[src/common/spsc_pkg.sv]
// Package of offsets, field positions and reset values for the phase sequence control block
package spsc_pkg;
    // ==================================================
    // Register offsets (byte addresses)
    localparam logic [7:0] SPSC_OFF_CTRL = 8'h00;
    localparam logic [7:0] SPSC_OFF_IST = 8'h04;
    localparam logic [7:0] SPSC_OFF_IMASK = 8'h08;
    localparam logic [7:0] SPSC_OFF_PHST = 8'h0c;
    // ==================================================
    // Control register fields
    localparam int SPSC_BIT_START = 0;
    localparam int SPSC_BIT_DONE = 1;
    localparam int SPSC_BIT_ERR = 2;
    localparam int SPSC_CNT_LSB = 4;
    localparam int SPSC_CNT_MSB = 6;
    localparam int SPSC_BIT_DMA = 8;
    // Interrupt status bits
    localparam int SPSC_IRQ_DONE = 0;
    localparam int SPSC_IRQ_ERR = 1;
    // ==================================================
    // Reset values
    localparam logic [2:0] SPSC_RST_CNT = 3'h0;
    localparam logic [1:0] SPSC_RST_IMASK = 2'h0;
    localparam int SPSC_NPHASE = 8;
    typedef enum logic [1:0] {
        SPSC_ST_IDLE,
        SPSC_ST_PHASE,
        SPSC_ST_DMA
    } spsc_state_t;
endpackage

[src/logic/spsc_poll_judge.sv]
// Poll attempt counter that judges one polling phase as passed or failed
module spsc_poll_judge
    import spsc_pkg::*;
#(
    parameter int LW = 8
) (
    input wire logic clk,
    input wire logic rst_n,
    input wire logic clr,
    input wire logic try_en,
    input wire logic hit,
    input wire logic [LW-1:0] limit,
    output logic ok,
    output logic fail
);
    logic [LW-1:0] count_ff;
    logic [LW-1:0] nxt_count;
    logic ok_ff;
    logic fail_ff;
    logic nxt_ok;
    logic nxt_fail;
    logic under;

    // ==================================================
    // Attempt counting
    always_comb begin
        under = (count_ff < limit);
        nxt_count = count_ff;
        nxt_ok = 1'b0;
        nxt_fail = 1'b0;
        if (clr) begin
            nxt_count = '0;
        end else if (try_en && !ok_ff && !fail_ff) begin
            // Match only counts while still under the limit
            if (hit && under) begin
                nxt_ok = 1'b1;
            end else if (!under || (count_ff + 1'b1 >= limit)) begin
                nxt_fail = 1'b1;
            end
            if (count_ff != {LW{1'b1}}) begin
                nxt_count = count_ff + 1'b1;
            end
        end
    end

    always_ff @(posedge clk or negedge rst_n) begin
        if (!rst_n) begin
            count_ff <= '0;
            ok_ff <= 1'b0;
            fail_ff <= 1'b0;
        end else begin
            count_ff <= nxt_count;
            ok_ff <= nxt_ok;
            fail_ff <= nxt_fail;
        end
    end

    assign ok = ok_ff;
    assign fail = fail_ff;

    // ==================================================
    // Checks
    poll_excl_a: assert property (@(posedge clk) disable iff (!rst_n) !(ok && fail))
        else $error("poll judged both passed and failed");
    poll_nomatch_a: assert property (@(posedge clk) disable iff (!rst_n)
        (try_en && !hit && !clr && !ok_ff && !fail_ff && count_ff + 1'b1 >= limit) |=> fail)
        else $error("poll limit reached without failure");
endmodule

[src/logic/spsc_ctrl.sv]
// Sequencer of phases with done, error and interrupt reporting for a serial flash controller
// ==================================================
// Summary of operation
// - Phase count field at bits 6-4 gives phases minus one, zero means one.
// - At communication end, error flag bit 2 sets if any executed phase failed.
// - Error and done flags clear on writing zero or on writing start one; here a start one written while busy is ignored and clears neither.
// - Done flag bit 1 sets only after serial and any DMA transfer end.
// - Phases run in ascending order from phase zero up to the count.
// - A poll phase fails when attempts reach the limit without a match.
//
// Decided for this implementation: the register addresses and strobed register access.
module spsc_ctrl
    import spsc_pkg::*;
#(
    parameter int NPH = SPSC_NPHASE,
    parameter int LW = 8
) (
    input wire logic clk,
    input wire logic rst_n,
    input wire logic [7:0] reg_addr,
    input wire logic [31:0] reg_wdata,
    input wire logic reg_wr,
    input wire logic reg_rd,
    output logic [31:0] reg_rdata,
    output logic phase_req,
    output logic [2:0] phase_idx,
    output logic phase_first,
    input wire logic phase_is_poll,
    input wire logic phase_end,
    input wire logic phase_err_in,
    input wire logic poll_try,
    input wire logic poll_hit,
    input wire logic [LW-1:0] poll_limit,
    output logic dma_req,
    input wire logic dma_done,
    output logic irq
);
    spsc_state_t state_ff;
    spsc_state_t nxt_state;
    logic [2:0] cnt_ff;
    logic [2:0] nxt_cnt;
    logic use_dma_ff;
    logic nxt_use_dma;
    logic [2:0] idx_ff;
    logic [2:0] nxt_idx;
    logic first_ff;
    logic nxt_first;
    logic dma_seen_ff;
    logic nxt_dma_seen;
    logic done_ff;
    logic nxt_done;
    logic err_ff;
    logic nxt_err;
    logic [NPH-1:0] ph_done_ff;
    logic [NPH-1:0] nxt_ph_done;
    logic [NPH-1:0] ph_err_ff;
    logic [NPH-1:0] nxt_ph_err;
    logic [1:0] ist_ff;
    logic [1:0] nxt_ist;
    logic [1:0] imask_ff;
    logic [1:0] nxt_imask;
    logic [31:0] rdata_ff;
    logic [31:0] nxt_rdata;
    logic poll_ok;
    logic poll_fail;
    logic wr_ctrl;
    logic start;
    logic ph_end;
    logic ph_bad;
    logic last;
    logic finish;
    logic any_bad;

    // ==================================================
    // Poll judging
    spsc_poll_judge #(
        .LW(LW)
    ) u_poll (
        .clk(clk),
        .rst_n(rst_n),
        .clr(first_ff),
        .try_en(poll_try && phase_is_poll && state_ff == SPSC_ST_PHASE),
        .hit(poll_hit),
        .limit(poll_limit),
        .ok(poll_ok),
        .fail(poll_fail)
    );

    // ==================================================
    // Event decode
    always_comb begin
        wr_ctrl = reg_wr && (reg_addr == SPSC_OFF_CTRL);
        // Start while busy is ignored so a running sequence is never torn
        start = wr_ctrl && reg_wdata[SPSC_BIT_START] && (state_ff == SPSC_ST_IDLE);
        ph_end = (state_ff == SPSC_ST_PHASE) && !first_ff &&
            (phase_is_poll ? (poll_ok || poll_fail) : phase_end);
        ph_bad = phase_is_poll ? poll_fail : phase_err_in;
        last = (idx_ff == cnt_ff);
        any_bad = (|ph_err_ff) || (ph_end && ph_bad);
        finish = 1'b0;
        if (ph_end && last && (!use_dma_ff || dma_seen_ff || dma_done)) begin
            finish = 1'b1;
        end
        if ((state_ff == SPSC_ST_DMA) && dma_done) begin
            finish = 1'b1;
        end
    end

    // ==================================================
    // Sequencer
    always_comb begin
        nxt_state = state_ff;
        nxt_idx = idx_ff;
        nxt_first = 1'b0;
        nxt_dma_seen = dma_seen_ff || dma_done;
        nxt_ph_done = ph_done_ff;
        nxt_ph_err = ph_err_ff;
        case (state_ff)
            SPSC_ST_IDLE: begin
                if (start) begin
                    nxt_state = SPSC_ST_PHASE;
                    nxt_idx = 3'h0;
                    nxt_first = 1'b1;
                    nxt_dma_seen = 1'b0;
                    nxt_ph_done = '0;
                    nxt_ph_err = '0;
                end
            end
            SPSC_ST_PHASE: begin
                if (ph_end) begin
                    nxt_ph_done[idx_ff] = 1'b1;
                    if (ph_bad) begin
                        nxt_ph_err[idx_ff] = 1'b1;
                    end
                    if (!last) begin
                        nxt_idx = idx_ff + 3'h1;
                        nxt_first = 1'b1;
                    end else if (finish) begin
                        nxt_state = SPSC_ST_IDLE;
                    end else begin
                        nxt_state = SPSC_ST_DMA;
                    end
                end
            end
            SPSC_ST_DMA: begin
                if (finish) begin
                    nxt_state = SPSC_ST_IDLE;
                end
            end
            default: begin
                nxt_state = SPSC_ST_IDLE;
            end
        endcase
    end

    always_ff @(posedge clk or negedge rst_n) begin
        if (!rst_n) begin
            state_ff <= SPSC_ST_IDLE;
            idx_ff <= 3'h0;
            first_ff <= 1'b0;
            dma_seen_ff <= 1'b0;
            ph_done_ff <= '0;
            ph_err_ff <= '0;
        end else begin
            state_ff <= nxt_state;
            idx_ff <= nxt_idx;
            first_ff <= nxt_first;
            dma_seen_ff <= nxt_dma_seen;
            ph_done_ff <= nxt_ph_done;
            ph_err_ff <= nxt_ph_err;
        end
    end

    // ==================================================
    // Registers
    always_comb begin
        nxt_cnt = cnt_ff;
        nxt_use_dma = use_dma_ff;
        nxt_done = done_ff;
        nxt_err = err_ff;
        nxt_ist = ist_ff;
        nxt_imask = imask_ff;
        // Configuration is frozen while a sequence runs
        if (wr_ctrl && state_ff == SPSC_ST_IDLE) begin
            nxt_cnt = reg_wdata[SPSC_CNT_MSB:SPSC_CNT_LSB];
            nxt_use_dma = reg_wdata[SPSC_BIT_DMA];
        end
        // Writing one leaves a flag alone; only zero or start clears it
        if (wr_ctrl && (!reg_wdata[SPSC_BIT_DONE] || start)) begin
            nxt_done = 1'b0;
        end
        if (wr_ctrl && (!reg_wdata[SPSC_BIT_ERR] || start)) begin
            nxt_err = 1'b0;
        end
        if (reg_wr && reg_addr == SPSC_OFF_IST) begin
            nxt_ist = ist_ff & ~reg_wdata[1:0];
        end
        if (reg_wr && reg_addr == SPSC_OFF_IMASK) begin
            nxt_imask = reg_wdata[1:0];
        end
        // Hardware set wins over any clear in the same cycle
        if (finish) begin
            nxt_done = 1'b1;
            nxt_ist[SPSC_IRQ_DONE] = 1'b1;
            if (any_bad) begin
                nxt_err = 1'b1;
                nxt_ist[SPSC_IRQ_ERR] = 1'b1;
            end
        end
        nxt_rdata = 32'h0;
        if (reg_rd) begin
            case (reg_addr)
                SPSC_OFF_CTRL: begin
                    nxt_rdata[SPSC_BIT_START] = (state_ff != SPSC_ST_IDLE);
                    nxt_rdata[SPSC_BIT_DONE] = done_ff;
                    nxt_rdata[SPSC_BIT_ERR] = err_ff;
                    nxt_rdata[SPSC_CNT_MSB:SPSC_CNT_LSB] = cnt_ff;
                    nxt_rdata[SPSC_BIT_DMA] = use_dma_ff;
                end
                SPSC_OFF_IST: begin
                    nxt_rdata[1:0] = ist_ff;
                end
                SPSC_OFF_IMASK: begin
                    nxt_rdata[1:0] = imask_ff;
                end
                SPSC_OFF_PHST: begin
                    nxt_rdata[15:0] = {8'(ph_err_ff), 8'(ph_done_ff)};
                end
                default: begin
                    nxt_rdata = 32'h0;
                end
            endcase
        end
    end

    always_ff @(posedge clk or negedge rst_n) begin
        if (!rst_n) begin
            cnt_ff <= SPSC_RST_CNT;
            use_dma_ff <= 1'b0;
            done_ff <= 1'b0;
            err_ff <= 1'b0;
            ist_ff <= 2'h0;
            imask_ff <= SPSC_RST_IMASK;
            rdata_ff <= 32'h0;
        end else begin
            cnt_ff <= nxt_cnt;
            use_dma_ff <= nxt_use_dma;
            done_ff <= nxt_done;
            err_ff <= nxt_err;
            ist_ff <= nxt_ist;
            imask_ff <= nxt_imask;
            rdata_ff <= nxt_rdata;
        end
    end

    // ==================================================
    // Outputs
    assign reg_rdata = rdata_ff;
    assign phase_req = (state_ff == SPSC_ST_PHASE);
    assign phase_idx = idx_ff;
    assign phase_first = first_ff;
    // One-phase DMA is a software fault; the request is still gated to the last phase
    assign dma_req = use_dma_ff && (state_ff != SPSC_ST_IDLE) && last;
    assign irq = |(ist_ff & imask_ff);

    // ==================================================
    // Checks
    start_launch_a: assert property (@(posedge clk) disable iff (!rst_n)
        start |=> phase_req && idx_ff == 3'h0 && !done_ff && !err_ff && ph_err_ff == '0)
        else $error("start did not launch phase zero with cleared flags");
    idx_order_a: assert property (@(posedge clk) disable iff (!rst_n)
        (ph_end && !last) |=> idx_ff == $past(idx_ff) + 3'h1 && phase_req)
        else $error("phase order not ascending");
    phase_count_a: assert property (@(posedge clk) disable iff (!rst_n)
        finish |=> $countones(ph_done_ff) == int'(cnt_ff) + 1 && ph_done_ff[0])
        else $error("phase count not honoured");
    err_set_a: assert property (@(posedge clk) disable iff (!rst_n)
        (finish && any_bad) |=> err_ff && done_ff)
        else $error("error flag missing after failed phase");
    done_dma_a: assert property (@(posedge clk) disable iff (!rst_n)
        $rose(done_ff) |-> !$past(use_dma_ff) || $past(dma_seen_ff) || $past(dma_done))
        else $error("done set before dma ended");
    w0_clear_a: assert property (@(posedge clk) disable iff (!rst_n)
        (wr_ctrl && !reg_wdata[SPSC_BIT_DONE] && !finish) |=> !done_ff)
        else $error("done not cleared by zero write");
    w1_noset_a: assert property (@(posedge clk) disable iff (!rst_n)
        (!err_ff && !finish) |=> !err_ff)
        else $error("error flag set without hardware event");
    poll_err_a: assert property (@(posedge clk) disable iff (!rst_n)
        (ph_end && phase_is_poll && poll_fail) |=> ph_err_ff[$past(idx_ff)])
        else $error("failed poll did not mark phase error");
    irq_set_a: assert property (@(posedge clk) disable iff (!rst_n)
        (finish && imask_ff[SPSC_IRQ_DONE] && !reg_wr) |=> irq ##1 (irq || $past(reg_wr)))
        else $error("interrupt not raised on completion");
    // Ones must keep both flags; catches a clear decoded with the wrong polarity
    flag_hold_a: assert property (@(posedge clk) disable iff (!rst_n)
        (wr_ctrl && reg_wdata[SPSC_BIT_DONE] && reg_wdata[SPSC_BIT_ERR] && !start && !finish)
        |=> done_ff == $past(done_ff) && err_ff == $past(err_ff))
        else $error("write of one changed a flag");
    idle_quiet_a: assert property (@(posedge clk) disable iff (!rst_n)
        (state_ff == SPSC_ST_IDLE) |-> !phase_req && !phase_first && !dma_req)
        else $error("phase activity while idle");
endmodule

[config.mk]
export PLATFORM = sky130hd
export DESIGN_NAME = spsc_ctrl
export DESIGN_NICKNAME = d
export VERILOG_FILES = /design/src/common/spsc_pkg.sv /design/src/logic/spsc_poll_judge.sv /design/src/logic/spsc_ctrl.sv
export SDC_FILE = /design/constraint.sdc
export NUM_CORES = 1
export LEC_CHECK = 0
export ABC_AREA = 1
export BUFFER_PORTS_ARGS = -buffer_cell sky130_fd_sc_hd__buf_2
export CAP_MARGIN = 20
export CORE_UTILIZATION = 28
export CTS_CLUSTER_DIAMETER = 40
export CTS_CLUSTER_SIZE = 14
export DETAILED_ROUTE_END_ITERATION = 16
export PLACE_DENSITY = 0.49
export RECOVER_POWER = 100
export SETUP_SLACK_MARGIN = 0.4
export SLEW_MARGIN = 30
export SYNTH_ARGS = -nofsm -noshare
export SYNTH_HDL_FRONTEND = slang
export SYNTH_HIERARCHICAL = 1
export SYNTH_SLANG_ARGS = --single-unit
[constraint.sdc]
create_clock -name clk -period 2.3 [get_ports clk]
set_clock_uncertainty 0.1 [all_clocks]
set_input_delay 0.46 -clock clk [delete_from_list [all_inputs] [get_ports clk]]
set_output_delay 0.46 -clock clk [all_outputs]
set_load 0.01 [all_outputs]
; ---- Word-level counts from Yosys, hierarchy flattened
; Cells that the tools add are included.
[word_totals]
regBits = 75
inputBits = 58
out_inout_bits = 39
[classes]
add_sub_neg = 2
magnitude_cmp = 4
eq_ne = 13
muxes = 54
bitwise = 5
n_reduce_logical = 52
[op_table]
columns = operator, n
row1 = $mux 8, 7
row2 = $pmux 8 s2, 2
row3 = $mux 1, 25
row4 = $logic_and 1x1->1, 22
row5 = $eq 8x4->1 const B, 2
row6 = $mux 16, 1
row7 = $or 8x8->8, 2
row8 = $mux 2, 7
row9 = $pmux 3 s2, 2
row10 = $reduce_and 4->1, 3
row11 = $reduce_bool 2->1, 6
row12 = $mux 3, 3
row13 = $add 8x1->8 const B, 1
row14 = $eq 8x3->1 const B, 1
row15 = $ge 8x8->1, 1
row16 = $logic_not 8->1, 1
row17 = $logic_or 1x1->1, 8
row18 = $lt 8x8->1, 1
row19 = $ne 8x8->1 const B, 1
row20 = $pmux 2 s4, 1
row21 = $reduce_or 8->1, 1
row22 = $logic_not 1->1, 7
row23 = $mux 7, 1
row24 = $ne 2x1->1 const B, 3
row25 = other kinds (16), 21

; ---- Longest topological paths before layout
[depth]
word_depth = 11
depth_mapped = 15
depth_no_buf = 15

; ---- Modules after synthesis
; Netlist, hierarchy kept.
[modules_own_cells]
columns = module, instances, cells_per_inst, area_per_inst_um2
row1 = spsc_ctrl, 1, 291, 2412.3
row2 = spsc_poll_judge, 1, 135, 969.7

; ---- Least setup slack after synthesis
; Ideal clock, no wire load.
[synth_timing]
path_kind = register -> register
startpoint = register u_poll.count_ff[0]
endpoint = register u_poll.fail_ff (netlist: u_poll/fail)
t_arrival_ns = 1.554
required_time_ns = 2.085
setup_slack_ns = 0.531
stages_incl_launch_ff = 14
n_path_buf = 0
path_cell_list = dfrtp_1 ha_1 nand2_1 nor2_4 nand3_1 nand2_1 nand2_1 inv_1 ha_1 nand2_1 o21a_1 nand2_1 nor2_1 nor2_1
[synth_between]
elab_chain_len = 7
elab_cells_between_ends = 10
cone_classes = add/sub (1) / order compare (2) / mux (4) / reduce/logical (3)
[synth_rtl]
columns = element, line_no
row1 = start: declaration, spsc_poll_judge.sv:16  ; logic [LW-1:0] count_ff;
row2 = start signal: assignment, spsc_poll_judge.sv:52  ; count_ff <= nxt_count;
row3 = $add 8x1->8 or $lt 8x8->1 (tied branches), "spsc_poll_judge.sv:37, spsc_poll_judge.sv:27"
row4 = $ge 8x8->1 or $logic_not 1->1 (tied branches), spsc_poll_judge.sv:37  ; end else if (!under || (count_ff + 1'b1 >= limit)) begin
row5 = $logic_or 1x1->1, spsc_poll_judge.sv:37
row6 = $mux 1, spsc_poll_judge.sv:37
row7 = $mux 1 *, spsc_poll_judge.sv:35  ; if (hit && under) begin
row8 = $mux 1 *, spsc_poll_judge.sv:33  ; end else if (try_en && !ok_ff && !fail_ff) begin
row9 = $mux 1 *, spsc_poll_judge.sv:31  ; if (clr) begin
row10 = net u_poll.nxt_fail, spsc_poll_judge.sv:21  ; logic nxt_fail;
row11 = end signal: assignment, spsc_poll_judge.sv:54  ; fail_ff <= nxt_fail;
row12 = end: declaration, spsc_poll_judge.sv:19  ; logic fail_ff;
; The timed path passes the listed nets; every way through them passes the cells marked *.
; A chain may end at the register's enable or synchronous reset.

; ---- Worst setup path in the final report
; Same ends and word-level chain as after synthesis.

==> results.md <==
* Post-synth EDFFs at 0
* Chip height at 112 microns
* Post-layout min period at about 1900 ps
* Register area share after synthesis at 0.437
* Antenna Cells at 0
* Pwr Density at approximately 690 mW/mm^2
* Xor-xnor portion of the synthesized cell area at 0.0155
* Initial DRC count at ~160
* Final setup violation count at 0
* Horiz. Die Dim at about 110 microns
* Met2 WL at 3900 microns
* Failing checks: design-rule violations
* Post-cts hold buffer count at 0
* Cell Rows at 39
* Clock Path Buffers at 2
* Max-Cap Viols at 0
* RSZ-0062 raised after global routing: true
* Multiplexer share of the synthesized area at 0
* Setup TNS at 0 ps
* Wire length on met3 at 311 microns
* Compound-Gate Fraction of Synth Area at 0.0954
* DR top layer: met4
* Total Nets Final at 593
* Synthesized-area fraction occupied by adder cells at 0.0666
* Area Growth Syn to Fin at 25.8%
* Avg Cell Area, Syn at just under 8 sq um
* Antenna violations before repair at 0
* YS warnings at 6
* CP Cell Sequence: ha_1, nand2_2, nor2_4, nand4_1, nand2_1, inv_1, ha_2, nand2_1, o21a_1, nand2_1, nor2_2, nor2_1
* Total track usage at 0.138
* TritonRoute pass-1 iters at 10
* Tcrit/Tclk final at 0.843
* Largest net degree at the start of global routing at 37
* First-pass GRT wire length at about 13,000 microns
* Cell mode on critical path: nand2_1
* CP Data Arrival Time at 2090 ps
* Slowest CP cell: dfrtp_1
* Count leader, synth: nand2_1
* Crit end category: flop
* Total Wirelength at between 8000 and 9000 microns
* Setup ws final at approximately 360 ps
* Highest Clock Rate at just over 500 MHz
* DP Worst Slack at a little over 300 ps
* HP Class: input port to flop
* Max-slew violation count at 0
* Ports at slightly below 100
* Fin. Hold Viols at 0
* Initial core utilization at 0.291
* IO buf count at 55
* Crit start category: flop
* Clock slew at reported path FFs at around 50 ps
* CP max FO at 4
* Crit path kind: flop to flop
* Design Power at roughly 3 mW
* Largest stage delay, worst path at 390 ps
* DRC violations left at 3
* Wire length on met1 at around 3900 microns
* Crit path required time at 2450 ps
* FILL cells at between 1,000 and 1,500
* Total die area at between 0.01 and 0.015 sq mm
* Core ar. at ~0.012 sq mm
* Main synth FF type: dfrtp_1
* Commonest cells post-synth: 102 x nand2_1, 68 x inv_1, 59 x dfrtp_1
* Root buffer cell: clkbuf_16
* #FFs+latches synth at a little under 60
* Top cell type by total area after synthesis: dfrtp_1
* WL/cell at approximately 12 microns
* DR vias at a little under 3,000
* Cell family with most CP delay: simple AND/OR/NAND/NOR gates
* Multi-input gate area at 0.00153 sq mm
* Detail Route Antenna Nets at 0
* Placer Congestion at around 0.8
* Slew margin rel. at 0.0848
* FF+latch area at 0.00148 sq mm
* Non-filler instance count after layout at roughly 670
* Grt ovf at 0
* Layout cells sized above 1 at 0.211
* Number of CTS-inserted buffers at 9
* Status: complete, but fails checks
* H-tree depth at 3
* Largest family of logic cells by synthesized area: simple AND/OR/NAND/NOR gates
* Post-Syn Instances at 426
* WP buf/inv at 1
* Hpwl dp at around 6000 microns
* Distinct cells, synth at 33
* Top post-synthesis cells by area: dfrtp_1 44%, nand2_1 11%, inv_1 7.5%
* Static leakage at between 2 and 2.5 nW
* Post-synth top area share at 0.437
* Worst-skew pair later-pin latency at 320 ps
* Area of the mapped netlist at ~0.0034 sq mm
* Async SR Flop Fraction at 1.00
* Worst-Margin Slew at approximately 1400 ps
* Clock sinks at just under 60
* Max VDD drop at around 0.31 mV
* CTS tree: built
* Simple-gate share of the synthesized area at 0.257
* Vias/cell at 4.40
* Placed Cells at 620
* Vias in the first global route at 2,749
## placed cells by master, fill, tap and decap left out, types with 2 or more instances in the layout
| master | instances |
|---|---|
| nand2_1 | 99 |
| inv_1 | 65 |
| dfrtp_1 | 55 |
| buf_2 | 35 |
| nand3_1 | 34 |
| nor2_1 | 33 |
| buf_4 | 28 |
| clkbuf_1 | 26 |
| o21ai_0 | 23 |
| ha_1 | 17 |
| a21oi_1 | 16 |
| conb_1 | 16 |
| clkbuf_16 | 9 |
| nand2_2 | 8 |
| o22ai_1 | 7 |
| inv_2 | 5 |
| dfrtp_2 | 4 |
| nand3_2 | 3 |
| o211ai_1 | 3 |
| xor2_1 | 3 |
| nor3_1 | 2 |
| a31oi_1 | 2 |
| nand4_1 | 2 |
| inv_4 | 2 |
| nor4_1 | 2 |
| nor3_2 | 2 |
| nand2_4 | 2 |
| o21ai_1 | 2 |
| xnor2_1 | 2 |
## power breakdown
| group | switching, mW | total (mW) | leakage, nW | internal (mW) |
|---|---|---|---|---|
| clock network | 0.442 | 1.31 | 0.141 | 0.867 |
| registers | 0.0426 | 1.14 | 0.753 | 1.10 |
| logic | 0.279 | 0.485 | 1.38 | 0.206 |
## sequential cells by signal (all words and copies together) (netlist names), 2 cells and up
register	cells
cnt_ff	3
ist_ff	2
ph_done_ff	8
state_ff	2
ph_err_ff	8
u_poll/count_ff	8
reg_rdata	16
phase_idx	3
imask_ff	2
## final timing paths
check                                               start                        endpoint  slack, ps  depth (start not counted)
setup / recovery           u_poll/count_ff[0]$_DFFE_PN0P_           u_poll/fail$_DFF_PN0_        360                         12
hold / removal                               reg_wdata[5]           cnt_ff[1]$_DFFE_PN0P_        260                          3
setup reg to reg           u_poll/count_ff[0]$_DFFE_PN0P_           u_poll/fail$_DFF_PN0_        360                         12
hold reg to reg                     dma_seen_ff$_DFF_PN0_           dma_seen_ff$_DFF_PN0_        400                          2
max in group asynchronous                           rst_n  u_poll/count_ff[5]$_DFFE_PN0P_        910                          2
min in group asynchronous                           rst_n         reg_rdata[11]$_DFF_PN0_        340                          1
## through the flow
step / area [sq um] / util / hold WS, ps
floorplan: 3440 / - / 64.4
global placement: 3770 / 0.324 / 367
detailed placement: 3770 / 0.324 / 372
CTS: 4220 / 0.363 / 53.8
global route: 4250 / 0.366 / 259
finish: 4250 / 0.366 / 256
## tightest hold or removal path, stage by stage
cell	delay, ps
buf_2	70
nand2_1	40
o21ai_0	60
## layout make-up
cell class,instances,share of cell area
tap,143,0.0421
clock inverter,2,0.00824
sequential,59,0.348
clock buffer,14,0.0597
inverter,72,0.0647
multi-input combinational,288,0.361
timing repair buffer,87,0.116
## repair_timing
action	4_1_cts	5_1_grt
resized for setup	14	14
endpoints found under the setup margin	3	19
pin swaps	10	12
setup buffers	18	11
## routing by layer
metal	GRT usage	vias to the layer above
met2	0.222	62
met5	0	-
met4	0.0667	0
met3	0.0218	8
met1	0.181	1346
li1	-	1510
## logic make-up (layout without fill, tap and decap cells)
| kind of cell | Yosys count | count (layout) |
|---|---|---|
| compound gates | 58 | 58 |
| xor+xnor | 6 | 6 |
| fa+ha+maj | 18 | 18 |
| buf+inv | 94 | 175 |
| flops | 59 | 59 |
| other cells | 1 | 16 |
| simple gates | 190 | 190 |
Power figures use the tool's default switching activity.
